[src/cpu_ctl_pkg.sv]
// cpu_ctl_pkg: constants, modes and carrier structs for the cpu mode and interrupt control block
// assumes: shared by cpu_ctl_top, irq_source_unit, contact_model and the bench
package cpu_ctl_pkg;
  localparam int unsigned clock_period_ns = 100;
  localparam int unsigned period_unit_ms = 10;
  localparam int unsigned tick_cycles = (period_unit_ms * 1000000) / clock_period_ns;
  localparam int unsigned tick_width = 17;
  localparam int unsigned num_sources = 8;
  localparam int unsigned max_sources_std = 8;
  localparam int unsigned max_sources_eco = 4;
  localparam int unsigned num_counter_ch = 4;
  localparam int unsigned pend_width = 2;
  localparam logic [1:0] pend_limit = 2'h2;
  localparam logic [3:0] no_source = 4'hF;
  localparam logic [15:0] period_reset = 16'h0000;
  localparam logic [7:0] error_code_none = 8'h00;

  typedef enum logic [1:0] {
    src_periodic = 2'h0,
    src_edge = 2'h1,
    src_counter = 2'h2,
    src_unused = 2'h3
  } src_kind_type;

  typedef enum logic [1:0] {
    edge_rise = 2'h1,
    edge_fall = 2'h2,
    edge_both = 2'h3
  } edge_sel_type;

  // gray order along stop -> run -> pause, debug off stop
  typedef enum logic [1:0] {
    mode_stop = 2'h0,
    mode_run = 2'h1,
    mode_pause = 2'h3,
    mode_debug = 2'h2
  } mode_type;

  typedef enum logic [2:0] {
    sw_run = 3'h0,
    sw_stop = 3'h1,
    sw_stop_to_rem = 3'h2,
    sw_rem_to_run = 3'h3,
    sw_run_to_rem = 3'h4,
    sw_rem_to_stop = 3'h5
  } switch_pos_type;

  typedef enum logic [1:0] {
    dbg_step = 2'h0,
    dbg_break = 2'h1,
    dbg_device = 2'h2,
    dbg_scans = 2'h3
  } debug_cond_type;

  typedef struct packed {
    src_kind_type kind;
    edge_sel_type edge_sel;
    logic [1:0] channel;
    logic [2:0] priority_level;
    logic [15:0] period;
  } src_cfg_type;

  typedef struct packed {
    logic hw_fatal;
    logic config_mismatch;
    logic numeric_error;
    logic overrun;
    logic io_fail;
    logic ext_fatal;
    logic ext_ordinary;
  } error_in_type;
endpackage

[src/cpu_ctl_top.sv]
// cpu_ctl_top: cpu operating mode control, error classification and interrupt arbitration
// assumes: clock_in 10 MHz, synchronous active high reset, all inputs synchronous
// Behaviour
// triggers arriving before a source is enabled are discarded
// routines not matching interrupt parameters raise an error and halt
// simultaneous triggers are serviced in configured priority order
// a higher priority trigger preempts a running lower priority routine; the code preempts only while no routine is stacked
// periodic sources fire repeatedly at their period in 10 ms units
// eight periodic sources on standard parts, four on economy parts
// standard edge sources fire on rising, falling or both edges
// economy has four edge sources, rising edge only
// counter sources fire on a compare match, four channels
// standard parts allow at most eight configured sources in total
// beyond two pending triggers of a busy source are ignored
// errors are fatal (force stop) or ordinary (warning flag only)
// hardware configuration mismatch forces stop
// numeric error only flags; overrun or i/o failure forces stop
// every error is recorded in one system error flag location
// run entry initialises data and validates program; run executes and refreshes
// stop entry clears output image and refreshes outputs; no execution
// pause holds data and input image; run resumes from there; the code keeps io_refresh_out high in pause
// debug only from stop; entry initialises data, clears outputs, refreshes inputs
// debug halts after a step, breakpoint, device condition or scan count
// a program stop instruction can also change the mode
// selector switch positions map to local or remote modes as tabled
`timescale 1ns/1ps
module cpu_ctl_top
  import cpu_ctl_pkg::*;
(
  input wire logic clock_in,
  input wire logic reset_in,
  input wire logic economy_in,
  input wire src_cfg_type [num_sources-1:0] src_cfg_in,
  input wire logic [num_sources-1:0] routine_present_in,
  input wire logic [num_sources-1:0] interrupt_enable_instruction_in,
  input wire logic [num_sources-1:0] input_edge_interrupt_in,
  input wire logic [num_counter_ch-1:0] counter_match_interrupt_in,
  input wire logic routine_return_in,
  input wire error_in_type error_in,
  input wire logic [7:0] error_code_in,
  input wire switch_pos_type switch_in,
  input wire logic remote_run_req_in,
  input wire logic remote_pause_req_in,
  input wire logic remote_stop_req_in,
  input wire logic remote_debug_req_in,
  input wire logic stop_instruction_in,
  input wire logic scan_end_in,
  input wire debug_cond_type debug_cond_in,
  input wire logic instr_done_in,
  input wire logic breakpoint_hit_in,
  input wire logic device_cond_in,
  input wire logic [15:0] debug_scans_in,
  input wire logic debug_go_in,
  output mode_type mode_out,
  output logic remote_out,
  output logic execute_out,
  output logic io_refresh_out,
  output logic init_data_out,
  output logic clear_outputs_out,
  output logic input_refresh_out,
  output logic validate_out,
  output logic debug_halted_out,
  output logic [3:0] service_id_out,
  output logic preempt_out,
  output logic config_error_out,
  output logic warning_out,
  output logic [7:0] system_error_flag_out
);
  mode_type mode;
  mode_type next_mode;
  logic remote;
  logic next_remote;
  switch_pos_type switch_prev;
  logic [tick_width-1:0] tick_count;
  logic tick;
  logic [num_sources-1:0] pending;
  logic [num_sources-1:0] active;
  logic [num_sources-1:0] take;
  logic [num_sources-1:0] done;
  logic [num_sources-1:0] allowed;
  logic [3:0] best_id;
  logic [2:0] best_level;
  logic [3:0] current_id;
  logic [3:0] stack_id;
  logic [3:0] src_count;
  logic mismatch;
  logic fatal;
  logic ordinary;
  logic switch_moved;
  logic want_debug;
  logic [15:0] scan_count;
  logic halt_now;
  logic running;

  // count configured sources, used for the total limit
  function automatic logic [3:0] count_used(input src_cfg_type [num_sources-1:0] cfg);
    logic [3:0] n;
    n = 4'h0;
    for (int i = 0; i < num_sources; i++) begin
      if (cfg[i].kind != src_unused) begin
        n = n + 4'h1;
      end
    end
    return n;
  endfunction

  // source index usable on this variant: economy has fewer sources
  function automatic logic slot_ok(input int idx, input logic eco);
    return eco ? (idx < max_sources_eco) : (idx < max_sources_std);
  endfunction

  // 10 ms time base shared by all periodic sources
  assign tick = (tick_count == tick_width'(tick_cycles - 1));
  always_ff @(posedge clock_in) begin
    if (reset_in) begin
      tick_count <= '0;
    end else begin
      tick_count <= tick ? '0 : tick_count + 1'b1;
    end
  end

  // per source logic; triggers are accepted only in run mode
  for (genvar g = 0; g < num_sources; g++) begin : g_src
    assign allowed[g] = interrupt_enable_instruction_in[g] && slot_ok(g, economy_in) && (mode == mode_run);
    irq_source_unit u_src (
      .clock_in(clock_in),
      .reset_in(reset_in),
      .cfg_in(src_cfg_in[g]),
      .economy_in(economy_in),
      .tick_in(tick),
      .contact_in(input_edge_interrupt_in[g]),
      .match_in(counter_match_interrupt_in),
      .enable_in(allowed[g]),
      .take_in(take[g]),
      .done_in(done[g]),
      .pending_out(pending[g]),
      .active_out(active[g])
    );
  end

  // parameter versus routine check and source total limit
  assign src_count = count_used(src_cfg_in);
  assign mismatch = (src_count > 4'(max_sources_std)) || (economy_in && src_count > 4'(max_sources_eco));
  always_comb begin
    config_error_out = mismatch;
    for (int i = 0; i < num_sources; i++) begin
      if ((src_cfg_in[i].kind != src_unused) != routine_present_in[i]) begin
        config_error_out = 1'b1;
      end
    end
  end

  // priority pick: lowest level number wins, ties to lowest index
  always_comb begin
    best_id = no_source;
    best_level = 3'h7;
    for (int i = num_sources - 1; i >= 0; i--) begin
      if (pending[i] && !active[i] && (best_id == no_source || src_cfg_in[i].priority_level <= best_level)) begin
        best_id = 4'(i);
        best_level = src_cfg_in[i].priority_level;
      end
    end
  end

  // take when idle, or preempt a lower priority routine; one level of nesting kept
  assign preempt_out = (best_id != no_source) && (current_id != no_source) && (stack_id == no_source) &&
                       (best_level < src_cfg_in[current_id[2:0]].priority_level);
  assign take = ((best_id != no_source) && (current_id == no_source || preempt_out)) ?
                num_sources'(1) << best_id[2:0] : '0;
  assign done = (routine_return_in && current_id != no_source) ? num_sources'(1) << current_id[2:0] : '0;

  // service stack: the preempted routine resumes after return
  always_ff @(posedge clock_in) begin
    if (reset_in) begin
      current_id <= no_source;
      stack_id <= no_source;
    end else if (take != '0) begin
      stack_id <= preempt_out ? current_id : stack_id;
      current_id <= best_id;
    end else if (routine_return_in && current_id != no_source) begin
      current_id <= stack_id;
      stack_id <= no_source;
    end
  end
  assign service_id_out = current_id;

  // error classes: fatal ones force stop, ordinary ones only warn
  assign fatal = error_in.hw_fatal | error_in.config_mismatch | error_in.overrun | error_in.io_fail |
                 error_in.ext_fatal | config_error_out;
  assign ordinary = error_in.numeric_error | error_in.ext_ordinary;

  // switch movement detection, a held position does not override remote commands
  assign switch_moved = (switch_in != switch_prev);
  assign want_debug = remote && remote_debug_req_in && !economy_in;
  assign running = (mode == mode_run) || (mode == mode_debug && !debug_halted_out);

  // next mode: fatal first, then stop instruction, then switch, then remote tool
  always_comb begin
    next_mode = mode;
    next_remote = remote;
    if (fatal) begin
      next_mode = mode_stop;
    end else if (stop_instruction_in && running) begin
      next_mode = mode_stop;
    end else if (switch_moved) begin
      case (switch_in)
        sw_run, sw_rem_to_run: begin
          next_mode = mode_run;
          next_remote = 1'b0;
        end
        sw_stop, sw_rem_to_stop: begin
          next_mode = mode_stop;
          next_remote = 1'b0;
        end
        sw_stop_to_rem: begin
          next_mode = mode_stop;
          next_remote = 1'b1;
        end
        sw_run_to_rem: begin
          next_mode = mode_pause;
          next_remote = 1'b0;
        end
        default: begin
          next_mode = mode;
        end
      endcase
    end else if (remote) begin
      case (mode)
        mode_stop: begin
          if (want_debug) begin
            next_mode = mode_debug;
          end else if (remote_run_req_in) begin
            next_mode = mode_run;
          end
        end
        mode_run: begin
          if (remote_stop_req_in) begin
            next_mode = mode_stop;
          end else if (remote_pause_req_in) begin
            next_mode = mode_pause;
          end
        end
        mode_pause: begin
          if (remote_stop_req_in) begin
            next_mode = mode_stop;
          end else if (remote_run_req_in) begin
            next_mode = mode_run;
          end
        end
        mode_debug: begin
          if (remote_stop_req_in) begin
            next_mode = mode_stop;
          end
        end
        default: begin
          next_mode = mode_stop;
        end
      endcase
    end
  end

  always_ff @(posedge clock_in) begin
    if (reset_in) begin
      mode <= mode_stop;
      remote <= 1'b0;
      switch_prev <= sw_stop;
    end else begin
      mode <= next_mode;
      remote <= next_remote;
      switch_prev <= switch_in;
    end
  end

  // entry actions pulse for one cycle on a mode change; pause to run keeps data
  always_ff @(posedge clock_in) begin
    if (reset_in) begin
      init_data_out <= 1'b0;
      validate_out <= 1'b0;
      clear_outputs_out <= 1'b0;
      input_refresh_out <= 1'b0;
    end else begin
      init_data_out <= (next_mode != mode) && ((next_mode == mode_run && mode != mode_pause) ||
                       next_mode == mode_debug);
      validate_out <= (next_mode != mode) && (next_mode == mode_run);
      clear_outputs_out <= (next_mode != mode) && (next_mode == mode_stop || next_mode == mode_debug);
      input_refresh_out <= (next_mode != mode) && (next_mode == mode_debug);
    end
  end

  // debug halt conditions; debug_go releases a halt and restarts scan counting
  assign halt_now = (debug_cond_in == dbg_step && instr_done_in) ||
                    (debug_cond_in == dbg_break && breakpoint_hit_in) ||
                    (debug_cond_in == dbg_device && device_cond_in) ||
                    (debug_cond_in == dbg_scans && scan_end_in && scan_count + 16'h0001 >= debug_scans_in);
  always_ff @(posedge clock_in) begin
    if (reset_in) begin
      debug_halted_out <= 1'b0;
      scan_count <= 16'h0000;
    end else if (mode != mode_debug || debug_go_in) begin
      debug_halted_out <= 1'b0;
      scan_count <= 16'h0000;
    end else if (!debug_halted_out) begin
      debug_halted_out <= halt_now;
      scan_count <= scan_end_in ? scan_count + 16'h0001 : scan_count;
    end
  end

  // error record: ordinary errors warn, any error code lands in the one flag word
  always_ff @(posedge clock_in) begin
    if (reset_in) begin
      warning_out <= 1'b0;
      system_error_flag_out <= error_code_none;
    end else begin
      warning_out <= warning_out | ordinary;
      if (fatal || ordinary) begin
        system_error_flag_out <= error_code_in;
      end
    end
  end

  // run executes; stop, pause and a halted debug keep refreshing i/o only
  assign mode_out = mode;
  assign remote_out = remote;
  assign execute_out = running && (mode != mode_stop);
  assign io_refresh_out = 1'b1;

  chk_fatal_forces_stop: assert property (@(posedge clock_in) disable iff (reset_in)
    fatal |=> mode == mode_stop) else $error("fatal error did not stop");
  chk_debug_from_stop: assert property (@(posedge clock_in) disable iff (reset_in)
    (mode == mode_debug && $past(mode) != mode_debug) |-> $past(mode) == mode_stop) else $error("debug entered not from stop");
  chk_stop_clears_out: assert property (@(posedge clock_in) disable iff (reset_in)
    (mode == mode_stop && $past(mode) != mode_stop) |-> clear_outputs_out) else $error("stop entry without clear");
  chk_stop_no_exec: assert property (@(posedge clock_in) disable iff (reset_in)
    mode == mode_stop |-> !execute_out) else $error("program runs in stop");
  chk_pause_keeps_data: assert property (@(posedge clock_in) disable iff (reset_in)
    (mode == mode_run && $past(mode) == mode_pause) |-> !init_data_out) else $error("pause resume reinitialised");
  chk_preempt_order: assert property (@(posedge clock_in) disable iff (reset_in)
    preempt_out |=> current_id == $past(best_id) && stack_id == $past(current_id)) else $error("preemption wrong");
  chk_error_flag_code: assert property (@(posedge clock_in) disable iff (reset_in)
    (fatal || ordinary) |=> system_error_flag_out == $past(error_code_in)) else $error("error flag not written");
  chk_numeric_no_stop: assert property (@(posedge clock_in) disable iff (reset_in)
    (ordinary && !fatal && !stop_instruction_in && !switch_moved && !remote && mode == mode_run) |=>
    mode == mode_run && warning_out) else $error("ordinary error stopped cpu");
  chk_stop_instr: assert property (@(posedge clock_in) disable iff (reset_in)
    (stop_instruction_in && mode == mode_run) |=> mode == mode_stop) else $error("stop instruction ignored");
endmodule

[src/irq_source_unit.sv]
// irq_source_unit: one interrupt source with trigger detect, enable gate and pending count
// assumes: clock_in at 10 MHz, tick_in one cycle every 10 ms, inputs synchronous to clock_in
`timescale 1ns/1ps
module irq_source_unit
  import cpu_ctl_pkg::*;
(
  input wire logic clock_in,
  input wire logic reset_in,
  input wire src_cfg_type cfg_in,
  input wire logic economy_in,
  input wire logic tick_in,
  input wire logic contact_in,
  input wire logic [num_counter_ch-1:0] match_in,
  input wire logic enable_in,
  input wire logic take_in,
  input wire logic done_in,
  output logic pending_out,
  output logic active_out
);
  logic contact_prev;
  logic [15:0] period_count;
  logic [pend_width-1:0] pend_count;
  logic in_service;
  logic rise;
  logic fall;
  logic edge_hit;
  logic period_hit;
  logic trigger;
  logic accept;

  // economy parts ignore falling edges whatever the setting
  assign rise = contact_in & ~contact_prev;
  assign fall = ~contact_in & contact_prev & ~economy_in;
  assign edge_hit = (cfg_in.edge_sel[0] & rise) | (cfg_in.edge_sel[1] & fall);
  assign period_hit = tick_in && (period_count + 16'h0001 >= cfg_in.period) && (cfg_in.period != period_reset);
  assign trigger = (cfg_in.kind == src_periodic) ? period_hit :
                   (cfg_in.kind == src_edge) ? edge_hit :
                   (cfg_in.kind == src_counter) ? match_in[cfg_in.channel] : 1'b0;
  // triggers before enabling are dropped; beyond two queued the rest are dropped
  assign accept = trigger && enable_in && (pend_count < pend_limit);
  assign pending_out = (pend_count != '0);
  assign active_out = in_service;

  // periodic count in 10 ms ticks, restarts each period
  always_ff @(posedge clock_in) begin
    if (reset_in) begin
      period_count <= period_reset;
      contact_prev <= 1'b0;
    end else begin
      contact_prev <= contact_in;
      if (period_hit) begin
        period_count <= period_reset;
      end else if (tick_in) begin
        period_count <= period_count + 16'h0001;
      end
    end
  end

  // pending count: accepted trigger adds, taken service removes
  always_ff @(posedge clock_in) begin
    if (reset_in) begin
      pend_count <= '0;
      in_service <= 1'b0;
    end else begin
      pend_count <= pend_count + pend_width'(accept) - pend_width'(take_in);
      if (take_in) begin
        in_service <= 1'b1;
      end else if (done_in) begin
        in_service <= 1'b0;
      end
    end
  end

  chk_no_early_trigger: assert property (@(posedge clock_in) disable iff (reset_in)
    (!enable_in && !pending_out && !take_in) |=> !pending_out) else $error("trigger taken while disabled");
endmodule

[config.mk]
export PLATFORM = sky130hd
export DESIGN_NAME = cpu_ctl_top
export DESIGN_NICKNAME = d
export VERILOG_FILES = /design/src/cpu_ctl_pkg.sv /design/src/cpu_ctl_top.sv /design/src/irq_source_unit.sv
export SDC_FILE = /design/constraint.sdc
export NUM_CORES = 1
export LEC_CHECK = 0
export BUFFER_PORTS_ARGS = -buffer_cell sky130_fd_sc_hd__buf_4
export CAP_MARGIN = 10
export CORE_UTILIZATION = 38
export DETAILED_ROUTE_END_ITERATION = 10
export PLACE_DENSITY = 0.57
export SLEW_MARGIN = 0
export SYNTH_ARGS = -nofsm -noshare
export SYNTH_HDL_FRONTEND = slang
export SYNTH_HIERARCHICAL = 1
export SYNTH_SLANG_ARGS = --single-unit
[constraint.sdc]
create_clock -name clock_in -period 39.7 [get_ports clock_in]
set_input_delay 5.955 -clock clock_in [delete_from_list [all_inputs] [get_ports clock_in]]
set_output_delay 5.955 -clock clock_in [all_outputs]
set_load 0.1 [all_outputs]
==> metrics.txt <==
Synth Register Bits around 220; largest net degree at the start of global routing 70; first-pass detailed-route iteration total 4; Rel. slew slack 0.3724; total number of vias approximately 16k; CTS H-tree lvls 1; initial DRC count 578; Hold Path Class reg -> reg; Top FF cell, synth dfxtp_1; Setup TNS 0 ns; slowest stage cell on the critical path a31oi_1; Clock Skew about 0.016 ns; vias in the first global route ~16k; Final period util 0.6132; commonest non-fill, non-tap cells in the layout buf_4 (306), dfxtp_1 (221), inv_1 (207); Worst path max stage delay ~0.75 ns; commonest non-fill, non-tap cell in the layout buf_4; RSZ-0062 raised after global routing no; layout cells sized above 1 0.2096; PD cells roughly 31 mW/mm²; Post-Synth XOR/XNOR Area 0.1493; critical path type in -> out; largest family of logic cells by synthesized area simple AND/OR/NAND/NOR gates; Crit Path Max Fanout 12; Core ar. 0.04895 mm²; maximum vdd drop 0.02799 mV; final net count 2942; hpwl dp between 30 and 40 mm; Leak Pwr about 10 nW; total number of yosys warnings 6; post_cts resized 0; most used cell, CP o21ai_0; complex-gate fraction of the synthesized area 0.1010; Remaining Overflow, GRT 0; Final setup violation count 0; Root Driver clkbuf_16; Clock Sinks between 200 and 250; area grow syn2layout 19.55%; initial antenna violation count 8; CTS tree built; Arr. time, crit path between 15 and 20 ns; CTS Hold Bufs 0; global-route wire length before repair slightly below 80 mm; Seq/Total Area, Yosys 0.2349; Max-Cap Viols 0; DIE HEIGHT about 220 µm; Gate Count Post-Synth 2212; Final GP Congestion between 0.8 and 0.9; EDFF count, synth 0; synthesized net count between 2k and 3k; Site Rows 81; Tot GR Track Use 0.1897; Worst-Margin Slew roughly 0.94 ns; Overall Power 0.7047 mW; Final Hold Vio Count 0; Clock Path Buffers 3; vias per cell ~5.1; I/O Buffers around 300; outcome completed; average wire per standard cell between 15 and 20 µm; full die area 0.05047 mm²; Avg Inst Size Synth 8.516 µm²; critical path startpoint category primary input; critical path required time 33.74 ns; FMAX 0.04108 GHz; mux share of post-synthesis cell area 0.03228; CP endpoint kind primary output; post-synth cell types 87; die width approximately 220 µm; synthesized cell area 0.01884 mm²; Post-synth ARST share 0; Initial Utilization 0.3848; Slew Viols, Final 0; post-CTS setup buffer count 0; crit path time final approximately 24 ns; simple-gate area share of the yosys netlist 0.2840; worst hold margin ~0.46 ns; Skew-Pair Late Insertion Delay ~0.56 ns; Post-route DRC 0; Adder-Cell Fraction of Synth Area 0.1328; TritonCTS Buffers 28; Worst-path clk slew approximately 0.050 ns; total wire length 48.57 mm; antenna-violating nets left 0; I/O pins 303
[power breakdown]
group | switching (mW) | internal [mW] | leakage (nW)
Sequential | 0.0107 | 0.228 | 1.79
Combinational | 0.110 | 0.0829 | 8.09
Clock | 0.100 | 0.173 | 0.489
Total | 0.222 | 0.483 | 10.4
[stage by stage]
step | cells | utilization | instance area (µm²) | setup WS, ns
after detailed placement | 3098 | 0.4398 | 21530 | 15.62
after floorplan | 2212 | - | 18840 | 16.72
after CTS | 3145 | 0.4599 | 22510 | 15.54
after global placement | 3098 | 0.4398 | 21530 | 16.31
after global routing | 3147 | 0.4600 | 22520 | 14.48
final | 3148 | 0.4601 | 22520 | 15.36
[registers in the layout, indices dropped and copies added (netlist names), 2 cells and up]
signal	cells
switch_prev	3
g_src.u_src/pend_count	16
g_src.u_src/period_count	128
mode_out	2
stack_id	4
g_src.u_src/contact_prev	8
g_src.u_src/active_out	8
service_id_out	4
scan_count	16
system_error_flag_out	8
tick_count	17
[area by class of cell]
cell class              count  area (µm²)
fillers                  4816       26430
multi-input cells        1699       13180
clock inverters            12       187.7
repair buffers            307        2311
diodes                      3       7.507
flip-flops and latches    221        4424
clock buffers              35       798.3
inverters                 207       777.0
well taps                 664       830.8
[path summary, 6_finish.rpt]
kind	cells past startpoint	endpoint	slack [ns]	startpoint
setup / recovery	56	preempt_out	15.36	src_cfg_in[192]
setup reg to reg	62	g_src[6].u_src/pend_count[1]	25.27	g_src[7].u_src/pend_count[1]
hold reg to reg	1	tick_count[0]	0.46	tick_count[0]
hold / removal	1	tick_count[0]	0.46	tick_count[0]
[synth_stat cells (all sizes together) (4+ instances only)]
cell	number	share of area
dfxtp	221	0.23
inv	207	0.041
ha	200	0.13
xor2	170	0.079
nor3	161	0.063
nand2	160	0.032
nor2	146	0.029
xnor2	142	0.066
nand3	99	0.028
a21oi	71	0.019
nand4	65	0.025
clkbuf	49	0.0098
nor4	44	0.020
o21ai	39	0.010
buf	36	0.014
a21o	34	0.014
and4	33	0.015
nor2b	30	0.010
nand2b	28	0.012
and2	27	0.0090
mux2i	27	0.014
or2	23	0.0076
and3	18	0.0060
nand3b	17	0.0070
a2111oi	16	0.017
nor4bb	15	0.0080
mux4	14	0.017
nor4b	12	0.0056
a31oi	10	0.0033
a22o	8	0.0037
o221ai	8	0.0037
o311a	7	0.0037
o31ai	6	0.0029
or3	6	0.0020
a21boi	5	0.0020
o21a	5	0.0020
o22ai	5	0.0017
a211oi	4	0.0016
a22oi	4	0.0016
o22a	4	0.0019
[logic make-up (layout without fill, tap and decap cells)]
family,after synthesis,count (layout)
simple gates,892,892
xor+xnor,315,315
buf+inv,292,561
compound gates,248,248
flops,221,221
fa+ha+maj,200,200
mux,43,43
other cells,1,4
[layer usage]
layer | wire length [µm] | GRT usage
met1 | 22870 | 0.2450
met2 | 22150 | 0.3204
met3 | 2047 | 0.03279
met4 | 1434 | 0.05815
met5 | 71 | 0
[critical path, delay by kind of cell]
family                     cells  cell delay, ns
muxes                          3            1.08
buffers and inverters          4            0.56
AOI/OAI and AO/OA             25            6.37
and+or+nand+nor               16            2.08
adders and majority gates      8            2.30
(Power assumes the default switching activity.)
